==> config.mk <==
export PLATFORM = sky130hd
export DESIGN_NAME = sfc_control
export DESIGN_NICKNAME = d
export VERILOG_FILES = /design/src/core/sfc_pkg.sv /design/src/core/sfc_sticky.sv /design/src/core/sfc_timer.sv /design/src/core/sfc_control.sv
export VERILOG_INCLUDE_DIRS = /design/src /design/src/core
export SDC_FILE = /design/constraint.sdc
export NUM_CORES = 1
export LEC_CHECK = 0
export ABC_AREA = 0
export BUFFER_PORTS_ARGS = -buffer_cell sky130_fd_sc_hd__buf_4
export CAP_MARGIN = 0
export CORE_MARGIN = 4
export CORE_UTILIZATION = 50
export CTS_CLUSTER_DIAMETER = 100
export DETAILED_ROUTE_END_ITERATION = 16
export GPL_TIMING_DRIVEN = 0
export PLACE_DENSITY_LB_ADDON = 0.3
export RECOVER_POWER = 50
export SYNTH_ARGS = -nofsm -noshare
export SYNTH_HDL_FRONTEND = slang
export SYNTH_SLANG_ARGS = --single-unit
export TNS_END_PERCENT = 50
==> constraint.sdc <==
create_clock -name clock -period 4.4 [get_ports clock]
set_clock_uncertainty 0.2 [all_clocks]
set_input_delay 0 -clock clock [delete_from_list [all_inputs] [get_ports clock]]
set_output_delay 0 -clock clock [all_outputs]
set_load 0.01 [all_outputs]
==> src/core/sfc_params.svh <==
`ifndef SFC_PARAMS_SVH
`define SFC_PARAMS_SVH
// position code width and the most negative code (secure position unused)
`define SFC_POS_W 11
`define SFC_POS_MOST_NEG 11'h400
// motor parameter write, data byte 7 bit positions
`define SFC_PWM_RATE_BIT 6
`define SFC_PWM_DITHER_BIT 0
// pwm periods at 125 MHz for 22.8 kHz and 45.6 kHz
`define SFC_PWM_SLOW_NS 43860
`define SFC_PWM_FAST_NS 21930
`define SFC_PWM_SLOW_CYC (`SFC_PWM_SLOW_NS / 8)
`define SFC_PWM_FAST_CYC (`SFC_PWM_FAST_NS / 8)
// stabilisation time after deceleration, in microseconds
`define SFC_STAB_US 16
`define SFC_STAB_CYC ((`SFC_STAB_US * 1000) / 8)
// full-duty persistence that counts as an open coil, in microseconds
`define SFC_OPEN_US 100
`define SFC_OPEN_CYC ((`SFC_OPEN_US * 1000) / 8)
// reset values
`define SFC_ACCEL_SHAPE_RST 1'b0
`define SFC_VEL_RST 4'h0
`endif

==> src/core/sfc_pkg.sv <==
`default_nettype none
package sfc_pkg;
	// controller states, one-hot
	typedef enum logic [5:0] {
		SFC_STOPPED = 6'h01,
		SFC_MOVING = 6'h02,
		SFC_TWO_PHASE = 6'h04,
		SFC_IMM_HALT = 6'h08,
		SFC_RAMPED_HALT = 6'h10,
		SFC_SHUTDOWN = 6'h20
	} sfc_state_t;
	// coil current mode
	typedef enum logic [1:0] {
		SFC_CUR_OFF = 2'h0,
		SFC_CUR_HOLD = 2'h1,
		SFC_CUR_RUN = 2'h2,
		SFC_CUR_STAB = 2'h3
	} sfc_cur_t;
	// one-cycle command strobes from the bus front end
	typedef struct packed {
		logic full_status_read_cmd;
		logic restore_defaults_cmd;
		logic motor_param_write_cmd;
		logic stall_param_write_cmd;
		logic set_target_cmd;
		logic go_secure_cmd;
		logic clear_position_cmd;
		logic two_phase_move_cmd;
		logic imm_halt_cmd;
		logic ramped_halt_cmd;
	} sfc_cmd_t;
	// analog monitor conditions
	typedef struct packed {
		logic thermal;
		logic deep_uv;
		logic cp_low;
		logic vdrop;
		logic full_duty;
		logic logic_reset;
	} sfc_mon_t;
	// flags reported by the full status read
	typedef struct packed {
		logic thermal_shutdown_flag;
		logic deep_undervoltage_flag;
		logic cp_fail_flag;
		logic coil_defect_flag;
		logic logic_supply_reset_flag;
		logic elec_fault_flag;
		logic step_lost_flag;
		logic halt_exit_flag;
		logic secure_position_valid;
	} sfc_flags_t;
	// velocity pair
	typedef struct packed {
		logic [3:0] vmax;
		logic [3:0] vmin;
	} sfc_vel_t;
endpackage : sfc_pkg
`default_nettype wire

==> src/core/sfc_sticky.sv <==
`default_nettype none
`include "sfc_params.svh"
// sticky fault flag: set by condition, cleared by status read once it is gone
module sfc_sticky (
	input wire logic clock,
	input wire logic resetn,
	input wire logic cond,
	input wire logic clr,
	output logic flag
);
	typedef struct packed {
		logic f;
	} sfc_sticky_st_t;
	sfc_sticky_st_t s_q, s_d;
	// set wins over clear, so an event in the read cycle survives
	always_comb begin
		s_d = s_q;
		if (cond) begin
			s_d.f = 1'b1;
		end else if (clr) begin
			s_d.f = 1'b0;
		end
	end
	always_ff @(posedge clock) begin
		if (!resetn) begin
			s_q <= '0;
		end else begin
			s_q <= s_d;
		end
	end
	assign flag = s_q.f;
endmodule // sfc_sticky
`default_nettype wire

==> src/core/sfc_timer.sv <==
`default_nettype none
`include "sfc_params.svh"
// down counter: load starts, done pulses when it reaches one
module sfc_timer #(
	parameter logic [15:0] COUNT = 16'h0001
) (
	input wire logic clock,
	input wire logic resetn,
	input wire logic run,
	output logic done
);
	typedef struct packed {
		logic [15:0] cnt;
	} sfc_timer_st_t;
	sfc_timer_st_t s_q, s_d;
	// counts while run holds, restarts when run drops
	always_comb begin
		s_d = s_q;
		if (!run) begin
			s_d.cnt = COUNT;
		end else if (s_q.cnt != 16'h0000) begin
			s_d.cnt = s_q.cnt - 16'h0001;
		end
	end
	always_ff @(posedge clock) begin
		if (!resetn) begin
			s_q <= '0;
		end else begin
			s_q <= s_d;
		end
	end
	assign done = run && (s_q.cnt == 16'h0001);
endmodule // sfc_timer
`default_nettype wire

==> src/core/sfc_control.sv <==
`default_nettype none
`include "sfc_params.svh"
module sfc_control (
	input wire logic clock,
	input wire logic resetn,
	input wire sfc_pkg::sfc_cmd_t cmd, // command strobes
	input wire logic [7:0] param_byte7, // data byte 7 of a parameter write
	input wire sfc_pkg::sfc_vel_t ram_vel_in, // velocities carried by a parameter write
	input wire sfc_pkg::sfc_vel_t dual_vel_in, // velocities in a two-phase command
	input wire logic [1:0] dual_vel_given, // which two-phase fields were supplied
	input wire logic [10:0] cmd_position, // target from set-target
	input wire logic [10:0] secure_position, // secure position register
	input wire logic [10:0] actual_position, // position counter
	input wire logic motion_done, // ramp finished
	input wire logic second_motion, // two-phase in second motion
	input wire sfc_pkg::sfc_mon_t mon, // analog monitors
	input wire logic [1:0] vdrop_bridge, // bridge with the drop, x then y
	output logic [10:0] target_position,
	output sfc_pkg::sfc_state_t state,
	output sfc_pkg::sfc_flags_t flags,
	output sfc_pkg::sfc_vel_t status_vel, // velocities reported on status read
	output sfc_pkg::sfc_vel_t active_vel, // velocities driving the ramp
	output logic accel_shape_bit,
	output logic pwm_rate_select,
	output logic pwm_dither_enable,
	output logic [15:0] pwm_period, // pwm period in cycles
	output sfc_pkg::sfc_cur_t coil_current, // current reference mode
	output logic [10:0] current_angle, // angle for sine and cosine
	output logic [1:0] bridge_enable // per-bridge drive enable
);
	typedef struct packed {
		sfc_pkg::sfc_state_t st;
		sfc_pkg::sfc_mon_t mon;
		logic [10:0] tag;
		sfc_pkg::sfc_vel_t ram_vel;
		sfc_pkg::sfc_vel_t dual_vel;
		logic ram_shape;
		logic shape;
		logic rate;
		logic dither;
		logic [15:0] period;
		sfc_pkg::sfc_cur_t cur;
		logic [10:0] angle;
		logic [1:0] br;
		logic step_lost;
		logic halt_exit;
		logic sec_ok;
		logic elec;
		logic por_seen;
		sfc_pkg::sfc_vel_t act; // velocities driving the ramp, registered
	} sfc_ctl_st_t;
	sfc_ctl_st_t s_q, s_d;
	// fault flags from the sticky cells
	logic f_tsd, f_uv, f_cp, f_def, f_vdd;
	logic clr_rd; // full status read strobe
	logic stab_done; // stabilisation time elapsed
	logic open_done; // full duty has persisted
	logic causes; // any shutdown cause flagged
	assign clr_rd = cmd.full_status_read_cmd;
	// each flag waits for a read and for its condition to go away
	sfc_sticky u_tsd (.clock(clock), .resetn(resetn), .cond(s_q.mon.thermal), .clr(clr_rd),
		.flag(f_tsd));
	sfc_sticky u_uv (.clock(clock), .resetn(resetn), .cond(s_q.mon.deep_uv), .clr(clr_rd),
		.flag(f_uv));
	sfc_sticky u_cp (.clock(clock), .resetn(resetn), .cond(s_q.mon.cp_low), .clr(clr_rd),
		.flag(f_cp));
	sfc_sticky u_def (.clock(clock), .resetn(resetn),
		.cond(s_q.mon.vdrop || open_done), .clr(clr_rd), .flag(f_def));
	sfc_sticky u_vdd (.clock(clock), .resetn(resetn),
		.cond(s_q.mon.logic_reset || !s_q.por_seen), .clr(clr_rd), .flag(f_vdd));
	// stabilisation and open-coil timers
	// the open-coil timer runs only while a bridge drives; a floating one shows no duty
	sfc_timer #(.COUNT(16'(`SFC_STAB_CYC))) u_stab (.clock(clock), .resetn(resetn),
		.run(s_q.cur == sfc_pkg::SFC_CUR_STAB), .done(stab_done));
	sfc_timer #(.COUNT(16'(`SFC_OPEN_CYC))) u_open (.clock(clock), .resetn(resetn),
		.run(s_q.mon.full_duty && s_q.br != 2'b00), .done(open_done));
	// any latched cause, watched by the shutdown assertion
	assign causes = f_tsd || f_uv || f_def || f_cp;
	// next-state logic
	always_comb begin
		s_d = s_q;
		s_d.mon = mon;
		s_d.por_seen = 1'b1;
		// summary lags the flags by one edge, like every registered output
		s_d.elec = f_cp || f_uv || f_def || f_vdd;
		s_d.sec_ok = (secure_position != `SFC_POS_MOST_NEG);
		// parameter writes land in ram; two-phase keeps its own copy
		if (cmd.motor_param_write_cmd) begin
			s_d.ram_vel = ram_vel_in;
			s_d.rate = param_byte7[`SFC_PWM_RATE_BIT];
		end
		if (cmd.motor_param_write_cmd || cmd.stall_param_write_cmd) begin
			s_d.dither = param_byte7[`SFC_PWM_DITHER_BIT];
		end
		if (cmd.restore_defaults_cmd) begin
			s_d.ram_shape = `SFC_ACCEL_SHAPE_RST;
			s_d.ram_vel = {`SFC_VEL_RST, `SFC_VEL_RST};
		end
		// period follows the new select in the same edge
		s_d.period = s_d.rate ? 16'(`SFC_PWM_FAST_CYC) : 16'(`SFC_PWM_SLOW_CYC);
		// stop flag clears on first edge in stopped
		if (s_q.st == sfc_pkg::SFC_STOPPED) begin
			s_d.halt_exit = 1'b0;
		end
		// stepping loss: set-target and go-secure dropped while flagged
		if (cmd.set_target_cmd && !s_q.step_lost && (s_q.st == sfc_pkg::SFC_STOPPED
			|| s_q.st == sfc_pkg::SFC_MOVING || s_q.st == sfc_pkg::SFC_TWO_PHASE)) begin
			s_d.tag = cmd_position;
		end
		if (cmd.go_secure_cmd && !s_q.step_lost && s_q.sec_ok && (s_q.st ==
			sfc_pkg::SFC_STOPPED || s_q.st == sfc_pkg::SFC_MOVING)) begin
			s_d.tag = secure_position;
		end
		if (cmd.clear_position_cmd && (s_q.st == sfc_pkg::SFC_STOPPED
			|| s_q.st == sfc_pkg::SFC_SHUTDOWN)) begin
			s_d.tag = 11'h000;
		end
		// nothing else clears step lost; a hard halt sets it again
		if (clr_rd) begin
			s_d.step_lost = 1'b0;
		end
		// accel shape: ram value, but forced high in the second motion
		s_d.shape = (s_q.st == sfc_pkg::SFC_TWO_PHASE && second_motion) ? 1'b1
			: s_d.ram_shape;
		// current hand-over
		if (s_q.cur == sfc_pkg::SFC_CUR_STAB && stab_done) begin
			s_d.cur = sfc_pkg::SFC_CUR_HOLD;
			s_d.angle = s_q.tag;
		end
		// state transitions: faults first, then commands, except that a hard halt beats overheating
		unique case (s_q.st)
			sfc_pkg::SFC_STOPPED: begin
				// priority: faults, halt-exit wait, commands, then mismatch
				if (f_cp || f_uv || f_def) begin
					s_d.st = sfc_pkg::SFC_SHUTDOWN;
				end else if (f_tsd) begin
					s_d.st = sfc_pkg::SFC_SHUTDOWN;
				end else if (s_q.halt_exit) begin
					s_d.st = sfc_pkg::SFC_STOPPED;
				end else if (cmd.two_phase_move_cmd) begin
					s_d.st = sfc_pkg::SFC_TWO_PHASE;
					s_d.dual_vel = s_q.ram_vel;
					if (dual_vel_given[1]) begin
						s_d.dual_vel.vmax = dual_vel_in.vmax;
					end
					if (dual_vel_given[0]) begin
						s_d.dual_vel.vmin = dual_vel_in.vmin;
					end
				end else if (s_d.tag != actual_position && s_q.cur == sfc_pkg::SFC_CUR_HOLD) begin
					s_d.st = sfc_pkg::SFC_MOVING;
				end
			end
			sfc_pkg::SFC_MOVING, sfc_pkg::SFC_TWO_PHASE: begin
				if (f_cp || f_uv || f_def || cmd.imm_halt_cmd) begin
					s_d.st = sfc_pkg::SFC_IMM_HALT;
					s_d.step_lost = 1'b1;
				end else if (f_tsd || (cmd.ramped_halt_cmd && s_q.st == sfc_pkg::SFC_MOVING)) begin
					// overheating ramps down rather than losing steps
					s_d.st = sfc_pkg::SFC_RAMPED_HALT;
				end else if (motion_done) begin
					// a finished ramp holds its dc level first
					s_d.st = sfc_pkg::SFC_STOPPED;
					s_d.cur = sfc_pkg::SFC_CUR_STAB;
				end
			end
			sfc_pkg::SFC_IMM_HALT, sfc_pkg::SFC_RAMPED_HALT: begin
				if (motion_done) begin
					s_d.st = sfc_pkg::SFC_STOPPED;
					// target takes the stopping point
					s_d.tag = actual_position;
					s_d.halt_exit = 1'b1;
					s_d.cur = sfc_pkg::SFC_CUR_STAB;
				end
			end
			sfc_pkg::SFC_SHUTDOWN: begin
				s_d.tag = actual_position;
				s_d.cur = sfc_pkg::SFC_CUR_OFF;
				// a read with every cause gone releases the bridges
				// full duty still seen counts as the open coil persisting
				if (clr_rd && !s_q.mon.thermal && !s_q.mon.deep_uv && !s_q.mon.cp_low
					&& !s_q.mon.vdrop && !s_q.mon.full_duty
					&& !open_done) begin
					s_d.st = sfc_pkg::SFC_STOPPED;
					s_d.cur = sfc_pkg::SFC_CUR_HOLD;
					s_d.angle = actual_position;
				end
			end
			default: begin
				// an illegal code parks the motor with the bridges off
				s_d.st = sfc_pkg::SFC_SHUTDOWN;
			end
		endcase
		// start of motion goes straight to run at the first step angle
		if (s_d.st == sfc_pkg::SFC_MOVING || s_d.st == sfc_pkg::SFC_TWO_PHASE) begin
			s_d.cur = sfc_pkg::SFC_CUR_RUN;
			s_d.angle = actual_position;
		end
		// bridges: float in shutdown; a drop opens only its own bridge
		if (s_d.st == sfc_pkg::SFC_SHUTDOWN) begin
			s_d.br = 2'b00;
		end else begin
			// drive both otherwise
			s_d.br = 2'b11;
		end
		if (s_q.mon.vdrop) begin
			s_d.br = s_d.br & ~vdrop_bridge;
		end
		// ramp velocities: the two-phase copy only while that sequence runs
		s_d.act = (s_d.st == sfc_pkg::SFC_TWO_PHASE) ? s_d.dual_vel : s_d.ram_vel;
	end
	// state register; reset lands in shutdown
	always_ff @(posedge clock) begin
		if (!resetn) begin
			s_q <= '0;
			// the master must read status before the bridges drive again
			s_q.st <= sfc_pkg::SFC_SHUTDOWN;
		end else begin
			s_q <= s_d;
		end
	end
	// outputs straight from the state register and the sticky cells
	assign state = s_q.st;
	assign target_position = s_q.tag;
	assign accel_shape_bit = s_q.shape;
	assign pwm_rate_select = s_q.rate;
	assign pwm_dither_enable = s_q.dither;
	assign pwm_period = s_q.period;
	assign coil_current = s_q.cur;
	assign current_angle = s_q.angle;
	assign bridge_enable = s_q.br;
	assign status_vel = s_q.ram_vel;
	assign active_vel = s_q.act;
	assign flags = '{thermal_shutdown_flag: f_tsd, deep_undervoltage_flag: f_uv,
		cp_fail_flag: f_cp, coil_defect_flag: f_def, logic_supply_reset_flag: f_vdd,
		elec_fault_flag: s_q.elec, step_lost_flag: s_q.step_lost,
		halt_exit_flag: s_q.halt_exit, secure_position_valid: s_q.sec_ok};
	// assertions
	a_shutdown_exit: assert property (@(posedge clock) disable iff (!resetn)
		$past(s_q.st) == sfc_pkg::SFC_SHUTDOWN && s_q.st != sfc_pkg::SFC_SHUTDOWN
		|-> $past(clr_rd)) else $error("shutdown left without status read");
	a_step_lost_hold: assert property (@(posedge clock) disable iff (!resetn)
		s_q.step_lost && !clr_rd |=> s_q.step_lost)
		else $error("step lost cleared without read");
	a_target_locked: assert property (@(posedge clock) disable iff (!resetn)
		s_q.step_lost && !cmd.clear_position_cmd && s_q.st != sfc_pkg::SFC_SHUTDOWN
		&& !motion_done |=> $stable(s_q.tag)) else $error("target changed under loss");
	a_sec_valid: assert property (@(posedge clock) disable iff (!resetn)
		##1 flags.secure_position_valid == ($past(secure_position) != `SFC_POS_MOST_NEG))
		else $error("secure valid wrong");
	a_halt_exit_clr: assert property (@(posedge clock) disable iff (!resetn)
		s_q.halt_exit && s_q.st == sfc_pkg::SFC_STOPPED |=> !s_q.halt_exit)
		else $error("halt exit not cleared");
	a_bridges_off: assert property (@(posedge clock) disable iff (!resetn)
		s_q.st == sfc_pkg::SFC_SHUTDOWN |-> s_q.br == 2'b00)
		else $error("bridges driven in shutdown");
	a_shape_forced: assert property (@(posedge clock) disable iff (!resetn)
		s_q.st == sfc_pkg::SFC_TWO_PHASE && second_motion |=> s_q.shape)
		else $error("accel shape not forced");
	a_elec_or: assert property (@(posedge clock) disable iff (!resetn)
		##1 s_q.elec == $past(f_cp || f_uv || f_def || f_vdd))
		else $error("fault summary wrong");
	a_fault_stops: assert property (@(posedge clock) disable iff (!resetn)
		causes && s_q.st == sfc_pkg::SFC_STOPPED |=> s_q.st == sfc_pkg::SFC_SHUTDOWN)
		else $error("fault did not shut down");
	// a charge pump loss mid-move halts hard and marks the move as lost
	a_cp_step_lost: assert property (@(posedge clock) disable iff (!resetn)
		(s_q.st == sfc_pkg::SFC_MOVING || s_q.st == sfc_pkg::SFC_TWO_PHASE) && f_cp
		|=> s_q.st == sfc_pkg::SFC_IMM_HALT && s_q.step_lost)
		else $error("charge pump loss not halted");
	// motion starts from hold current straight into run current
	a_run_start: assert property (@(posedge clock) disable iff (!resetn)
		$past(s_q.st) == sfc_pkg::SFC_STOPPED && s_q.st == sfc_pkg::SFC_MOVING
		|-> s_q.cur == sfc_pkg::SFC_CUR_RUN && $past(s_q.cur) == sfc_pkg::SFC_CUR_HOLD)
		else $error("motion start current wrong");
	// in shutdown the target keeps following the position counter
	a_shutdown_copy: assert property (@(posedge clock) disable iff (!resetn)
		$past(resetn) && $past(s_q.st) == sfc_pkg::SFC_SHUTDOWN
		|-> s_q.tag == $past(actual_position))
		else $error("target not copied in shutdown");
endmodule // sfc_control
`default_nettype wire

==> impl_results.md, run 1 <==
- Worst-path fanout max: 8
- Hold Vio Cnt, Final: 0
- Crit path launch type: flop
- Synth Register Bits: 110
- Ant. Diodes: 0
- Instance count on the critical path: 10
- Core area: 11,400 um2
- Buffers on Ports: 145
- Max-slew violation total from the final report: 0
- Worst min path class: in -> reg
- Post-DP HPWL: 13.2 mm
- Top delay family on crit path: simple AND/OR/NAND/NOR gates
- Mapped Area: 5810 um2
- Routed wire length per instance: 17.5 um
- IO Pins: 157
- Routed Antenna Nets: 0
- Die Wd: 116 um
- Max-cap violations: 0
- Largest net degree at the start of global routing: 21
- Outcome: finished, final reports clean
- Buffers and inverters on the worst path: 1
- Relative slew margins: 30.7%
- Fill cells: 879
- Gr usage total: 27.7%
- Hold depth: 6
- F_max: 239 MHz
- Die height: 116 um
- Post-Synthesis Cells: 685
- Storage cell area: 2200 um2
- Clock latency on the worst-skew pair: 0.37 ns
- Crit path kind: reg -> reg
- RePlAce Congestion: 0.935
- Top cells by area, synth: dfxtp_1 38%, buf_4 9.4%, mux2i_1 6.7%
- Full die area: 13,400 um2
- DR vias: 5,802
- Initial antenna violation count: 0
- RSZ-0062 raised after global routing: no
- Share of synthesized registers carrying an async set or reset: 0%
- Final setup fails: 0
- Global-route wire length before repair: 29.2 mm
- Dominant cell type by area after synthesis: dfxtp_1
- Worst Tran Pin Value: 1.04 ns
- Drt drc: 0
- Vias in the first global route: 5,823
- Critical path's largest stage delay: 0.59 ns
- Synth cell types: 57
- Initial DRC count: 573
- WHS: 0.0150 ns
- Final WL: 18.5 mm
- Initial core utilization: 51.1%
- Seq/Total Area, Yosys: 37.9%
- Syn_area_per_cell: 8.48 um2
- CTS tree: built
- Worst vdd ir: 343 uV
- Multi-input gate area: 2850 um2
- Min Tclk post-route: 4.18 ns
- Aggregate global routing overflow: 0
- Post-synth EDFFs: 0
- Area Overhead vs Synth: 36.1%
- Num CTS Buffers: 9
- R2R cell count: 10
- CP max-delay cell: dlygate4sd3_1
- Prevailing post-synth register cell: dfxtp_1
- Power Total: 2.33 mW
- Postcts setup bufs: 0
- Leak Pwr: 3.46 nW
- Rows: 39
- Synth warnings: 0
- Clock slew at reported path FFs: 0.08 ns
- Setup_tns: 0 ns
- Area share of the largest cell type after synthesis: 37.9%
- Synth top cells by count: 110 x dfxtp_1, 75 x nor2_1, 73 x buf_4
- Share of cells above drive strength 1: 25.4%
- Nets: 993
- DR pass1 iterations: 5
- Maximum root-to-sink buffer count: 2
- Period utilisation layout: 95.1%
- Most frequent cell after synthesis: dfxtp_1
- Worst Setup End Kind: flop
- Clk sinks: 110
- Number of vias per cell: 5.50
- CP required: 4.51 ns
- Power per Cell Area: 295 nW/um2
- H-Tree Depth: 3
- Worst Path Arrival: 4.29 ns
- Root buffer cell: clkbuf_16
- Worst path cell trace: or3_1 -> or3b_2 -> nor2_1 -> o221ai_1 -> a31oi_1 -> o311ai_0 -> nor4_4 -> a21oi_1 -> o31ai_1 -> dlygate4sd3_1
- Final core utilization: 69.5%
==> worst register-to-register path: cells and delay by family, from the launching register on <==
family                 cells  cell delay, ns
AO/OA/AOI/OAI              5            1.25
buffers and inverters      1            0.59
flip-flops                 1            0.38
AND/OR/NAND/NOR            4            1.73
==> final timing paths <==
kind                  startpoint             endpoint  slack [ns]
max          state[3]$_SDFF_PN0_  state[0]$_SDFF_PN0_        0.22
min                       cmd[0]  state[3]$_SDFF_PN0_        0.01
max reg2reg  state[3]$_SDFF_PN0_  state[0]$_SDFF_PN0_        0.22
min reg2reg   s_q[47]$_SDFF_PN0_   s_q[47]$_SDFF_PN0_        0.25
==> report_power, final <==
group	leakage, nW	internal, mW	total (mW)	switching, mW
combinational	2.42	0.240	0.453	0.213
clock	0.144	0.398	0.807	0.409
sequential	0.902	1.04	1.07	0.0368
==> per-stage QoR <==
step | setup slack [ns] | cells | instance area [um2]
floorplan | 1.15 | 687 | 5810
global placement | 0.575 | 975 | 7080
detailed placement | 0.488 | 975 | 7080
CTS | 0.324 | 1055 | 8010
global route | 0.143 | 1055 | 7900
finish | 0.216 | 1055 | 7900
==> layout by cell type, fill, tap and decap left out, drive strengths merged, types with 3 or more instances in the layout <==
master	n
inv	21
or3	9
nand3	7
mux2i	39
a22oi	3
o21a	3
xor2	6
clkinv	3
ha	5
o22ai	5
nor3b	4
nor4	15
conb	3
nor2	75
dfxtp	110
nand2	46
nor2b	4
mux2	8
a21oi	59
a22o	3
a211oi	15
or4	7
a31oi	9
dlygate4sd3	64
xnor2	23
or2	3
and2	13
nand2b	5
nor3	17
clkbuf	102
buf	158
a311oi	13
o21ai	26
==> what timing repair did <==
item / in CTS / in global routing
hold buffers: 64 / 0
hold endpoints to repair: 73 / 0
gates resized for setup: 0 / 1
endpoints found under the setup margin: 0 / 1
==> registers in the layout, summed over array words and instances, names as in the netlist <==
register	flops
coil_current	2
accel_shape_bit	1
flags	4
current_angle	11
state	6
u_tsd.flag	1
u_cp.flag	1
u_uv.flag	1
s_q	16
u_vdd.flag	1
target_position	11
status_vel	8
u_stab.s_q	16
bridge_enable	2
pwm_period	3
u_open.s_q	16
pwm_dither_enable	1
active_vel	8
u_def.flag	1
==> final cells by class <==
cell class              instances  share of cell area, %
repair buffers                209                   20.4
clock buffers                   9                   2.85
well taps                     143                   2.26
plain buffers                 106                   8.90
flip-flops and latches        110                   27.9
multi-input cells             454                   36.1
clock inverters                 7                  0.792
inverters                      17                  0.808
==> routing by layer <==
layer  GRT usage, %  vias up  share of wire [%]
met3           6.58       38                7.5
met1           35.7     2739                 42
met2           46.7      239                 49
li1               -     2786                  -
met4           7.19        0                2.0
met5              0        -                  0
==> cell families after synthesis <==
family / Yosys count / synth area share, %
AOI/OAI and AO/OA: 151 / 16.2
xor gates and xnor gates: 29 / 4.37
adders and majority gates: 5 / 1.08
buffers and inverters: 123 / 13.2
DFF: 110 / 37.9
muxes: 47 / 8.27
other: 1 / 0.0646
and+or+nand+nor: 219 / 18.9
Power figures use the tool's default switching activity.
==> inputs of run 2 (changes only) <==
--- a/config.mk
+++ b/config.mk
@@ -9,7 +9,7 @@
 export ABC_AREA = 0
 export BUFFER_PORTS_ARGS = -buffer_cell sky130_fd_sc_hd__buf_4
 export CAP_MARGIN = 0
-export CORE_MARGIN = 4
+export CORE_MARGIN = 3
 export CORE_UTILIZATION = 50
 export CTS_CLUSTER_DIAMETER = 100
 export DETAILED_ROUTE_END_ITERATION = 16
==> constraint.sdc (replaced) <==
create_clock -name clock -period 4.3 [get_ports clock]
set_clock_uncertainty 0.2 [all_clocks]
set_input_delay 0 -clock clock [delete_from_list [all_inputs] [get_ports clock]]
set_output_delay 0 -clock clock [all_outputs]
set_load 0.01 [all_outputs]
==> run 2 against run 1 <==
Effect of this change: global-route usage grew 0.76 points; final area shrank 0.21%; clock-buffer cell count is the same; sequential cell count is the same; critical endpoint unchanged; non-clock buffer count is the same; largest cell class unchanged; cell count shrank 0.28%; wire length grew 0.65%; combinational power grew 1%; first-iteration DRC count shrank 7.7%; sequential share of layout area grew 0.058 points.
==> impl_results.md, run 2 (synthesis results as in run 1) <==
- Setup_tns: 0 ns
- Worst r2r dst: state[0]$_SDFF_PN0_
- Global-route wire length before repair: 29.4 mm
- Leak Pwr: 3.45 nW
- Internal: 1.71 mW
- Die Wd: 114 um
- Crit path kind: reg -> reg
- H-Tree Depth: 3
- Max-cap violations: 0
- Number of vias per cell: 5.60
- Period utilisation layout: 94.9%
- Reg power frac: 45.7%
- Most frequent cells in the layout: 144 x buf_4, 110 x dfxtp_1, 75 x nor2_1
- Worst Setup End Kind: flop
- Worst-path fanout max: 8
- Buffers on Ports: 145
- Worst vdd ir: 211 uV
- Gr usage total: 28.4%
- Clock latency on the worst-skew pair: 0.36 ns
- Hold Vio Cnt, Final: 0
- Initial DRC count: 529
- Hold wc startpoint: secure_position[6]
- Cts repair resizes: 0
- Rows: 38
- Final setup fails: 0
- CTS tree: built
- Drt drc: 0
- Routed wire length per instance: 17.7 um
- Routed Antenna Nets: 0
- Final WL: 18.6 mm
- Nets: 993
- R2r setup slk: 0.22 ns
- Die height: 114 um
- F_max: 245 MHz
- Worst Tran Pin Value: 1.05 ns
- Crit path launch type: flop
- Power per Cell Area: 304 nW/um2
- R2R cell count: 10
- Postcts setup bufs: 0
- Switch Pwr: 0.685 mW
- R2r startpoint: state[3]$_SDFF_PN0_
- DR vias: 5,888
- Clock power frac: 35.2%
- Root buffer cell: clkbuf_16
- Hold depth: 5
- Outcome: finished, final reports clean
- Largest registers: s_q (16), u_open.s_q (16), u_stab.s_q (16)
- Ant. Diodes: 0
- Clk sinks: 110
- Relative slew margins: 30.1%
- Commonest non-fill, non-tap cell in the layout: buf_4
- Core area: 11,100 um2
- Clock slew at reported path FFs: 0.08 ns
- RePlAce Congestion: 0.953
- Min Tclk post-route: 4.08 ns
- Initial core utilization: 52.4%
- Vias in the first global route: 5,817
- Full die area: 12,900 um2
- Largest net degree at the start of global routing: 22
- Final core utilization: 71.2%
- Combinational share of power: 19.1%
- Share of cells above drive strength 1: 24.7%
- Initial antenna violation count: 0
- Hold EP: target_position[6]$_SDFF_PN0_
- Post-DP HPWL: 12.9 mm
- Sw frac: 28.5%
- Worst Path Arrival: 4.18 ns
- Aggregate global routing overflow: 0
- IO Pins: 157
- Area Overhead vs Synth: 35.8%
- Worst min path class: in -> reg
- Max-slew violation total from the final report: 0
- CP required: 4.40 ns
- Maximum root-to-sink buffer count: 2
- Num CTS Buffers: 9
- RSZ-0062 raised after global routing: no
- DR pass1 iterations: 7
==> run 2: layout make-up <==
class	instances	area [um2]
Tap cell	140	175
Multi-Input combinational cell	454	2850
Clock inverter	7	78.8
Sequential cell	110	2200
Buffer	106	699
Clock buffer	9	225
Timing Repair Buffer	209	1590
Inverter	17	63.8
Fill cell	852	3190
==> run 2: timing repair <==
| action | CTS | global route |
|---|---|---|
| endpoints found under the hold margin | 73 | 1 |
| hold buffers | 63 | 1 |
| setup endpoints to repair | 0 | 0 |
==> run 2: worst max-delay path by stage <==
stage                         from                           end  slack, ns  cells after the start
2_1_floorplan  state[3]$_SDFF_PN0_  current_angle[10]$_SDFF_PN0_       1.05                     11
3_5_place_dp   state[3]$_SDFF_PN0_   current_angle[9]$_SDFF_PN0_       0.46                     11
3_3_place_gp   state[3]$_SDFF_PN0_   current_angle[3]$_SDFF_PN0_       0.45                     12
4_1_cts        state[3]$_SDFF_PN0_           state[0]$_SDFF_PN0_       0.31                     10
6_report       state[3]$_SDFF_PN0_           state[0]$_SDFF_PN0_       0.22                     10
5_1_grt        state[3]$_SDFF_PN0_           state[0]$_SDFF_PN0_       0.03                     11
==> run 2: power groups by stage <==
stage	clock network, mW	registers (mW)	logic, mW
6_report	0.844	1.10	0.458
5_1_grt	0.884	1.10	0.493
4_1_cts	0.843	1.10	0.463
3_5_place_dp	0	1.12	0.411
3_3_place_gp	0	1.12	0.406
2_1_floorplan	0	1.11	0.242
==> run 2: layer usage <==
metal  track usage [%]  part of all wire (%)  vias to the layer above
li1                  -                     -                     2793
met1              36.7                    42                     2780
met2              46.8                    48                      271
met3              5.94                   7.2                       44
met4              10.7                   2.8                        0
met5                 0                     0                        -
==> run 2: stage by stage <==
step	power (mW)	hold slack (ns)	instances	cell area, um2	worst slack, ns
finish	2.40	0.00983	1052	7890	0.221
global route	2.48	0.0424	1052	7890	0.0349
CTS	2.40	0.00460	1051	8010	0.310
detailed placement	1.53	-0.0770	972	7080	0.462
global placement	1.52	-0.0800	972	7080	0.449
floorplan	1.35	-0.172	687	5810	1.05
==> run 2: critical path, stage by stage, from the launching register on <==
cell	delay, ns
dfxtp_1	0.38
or3_1	0.46
or3b_2	0.52
nor2_1	0.45
o221ai_1	0.23
a31oi_1	0.32
o311ai_0	0.27
nor4_4	0.24
a21oi_1	0.14
o31ai_1	0.23
dlygate4sd3_1	0.57
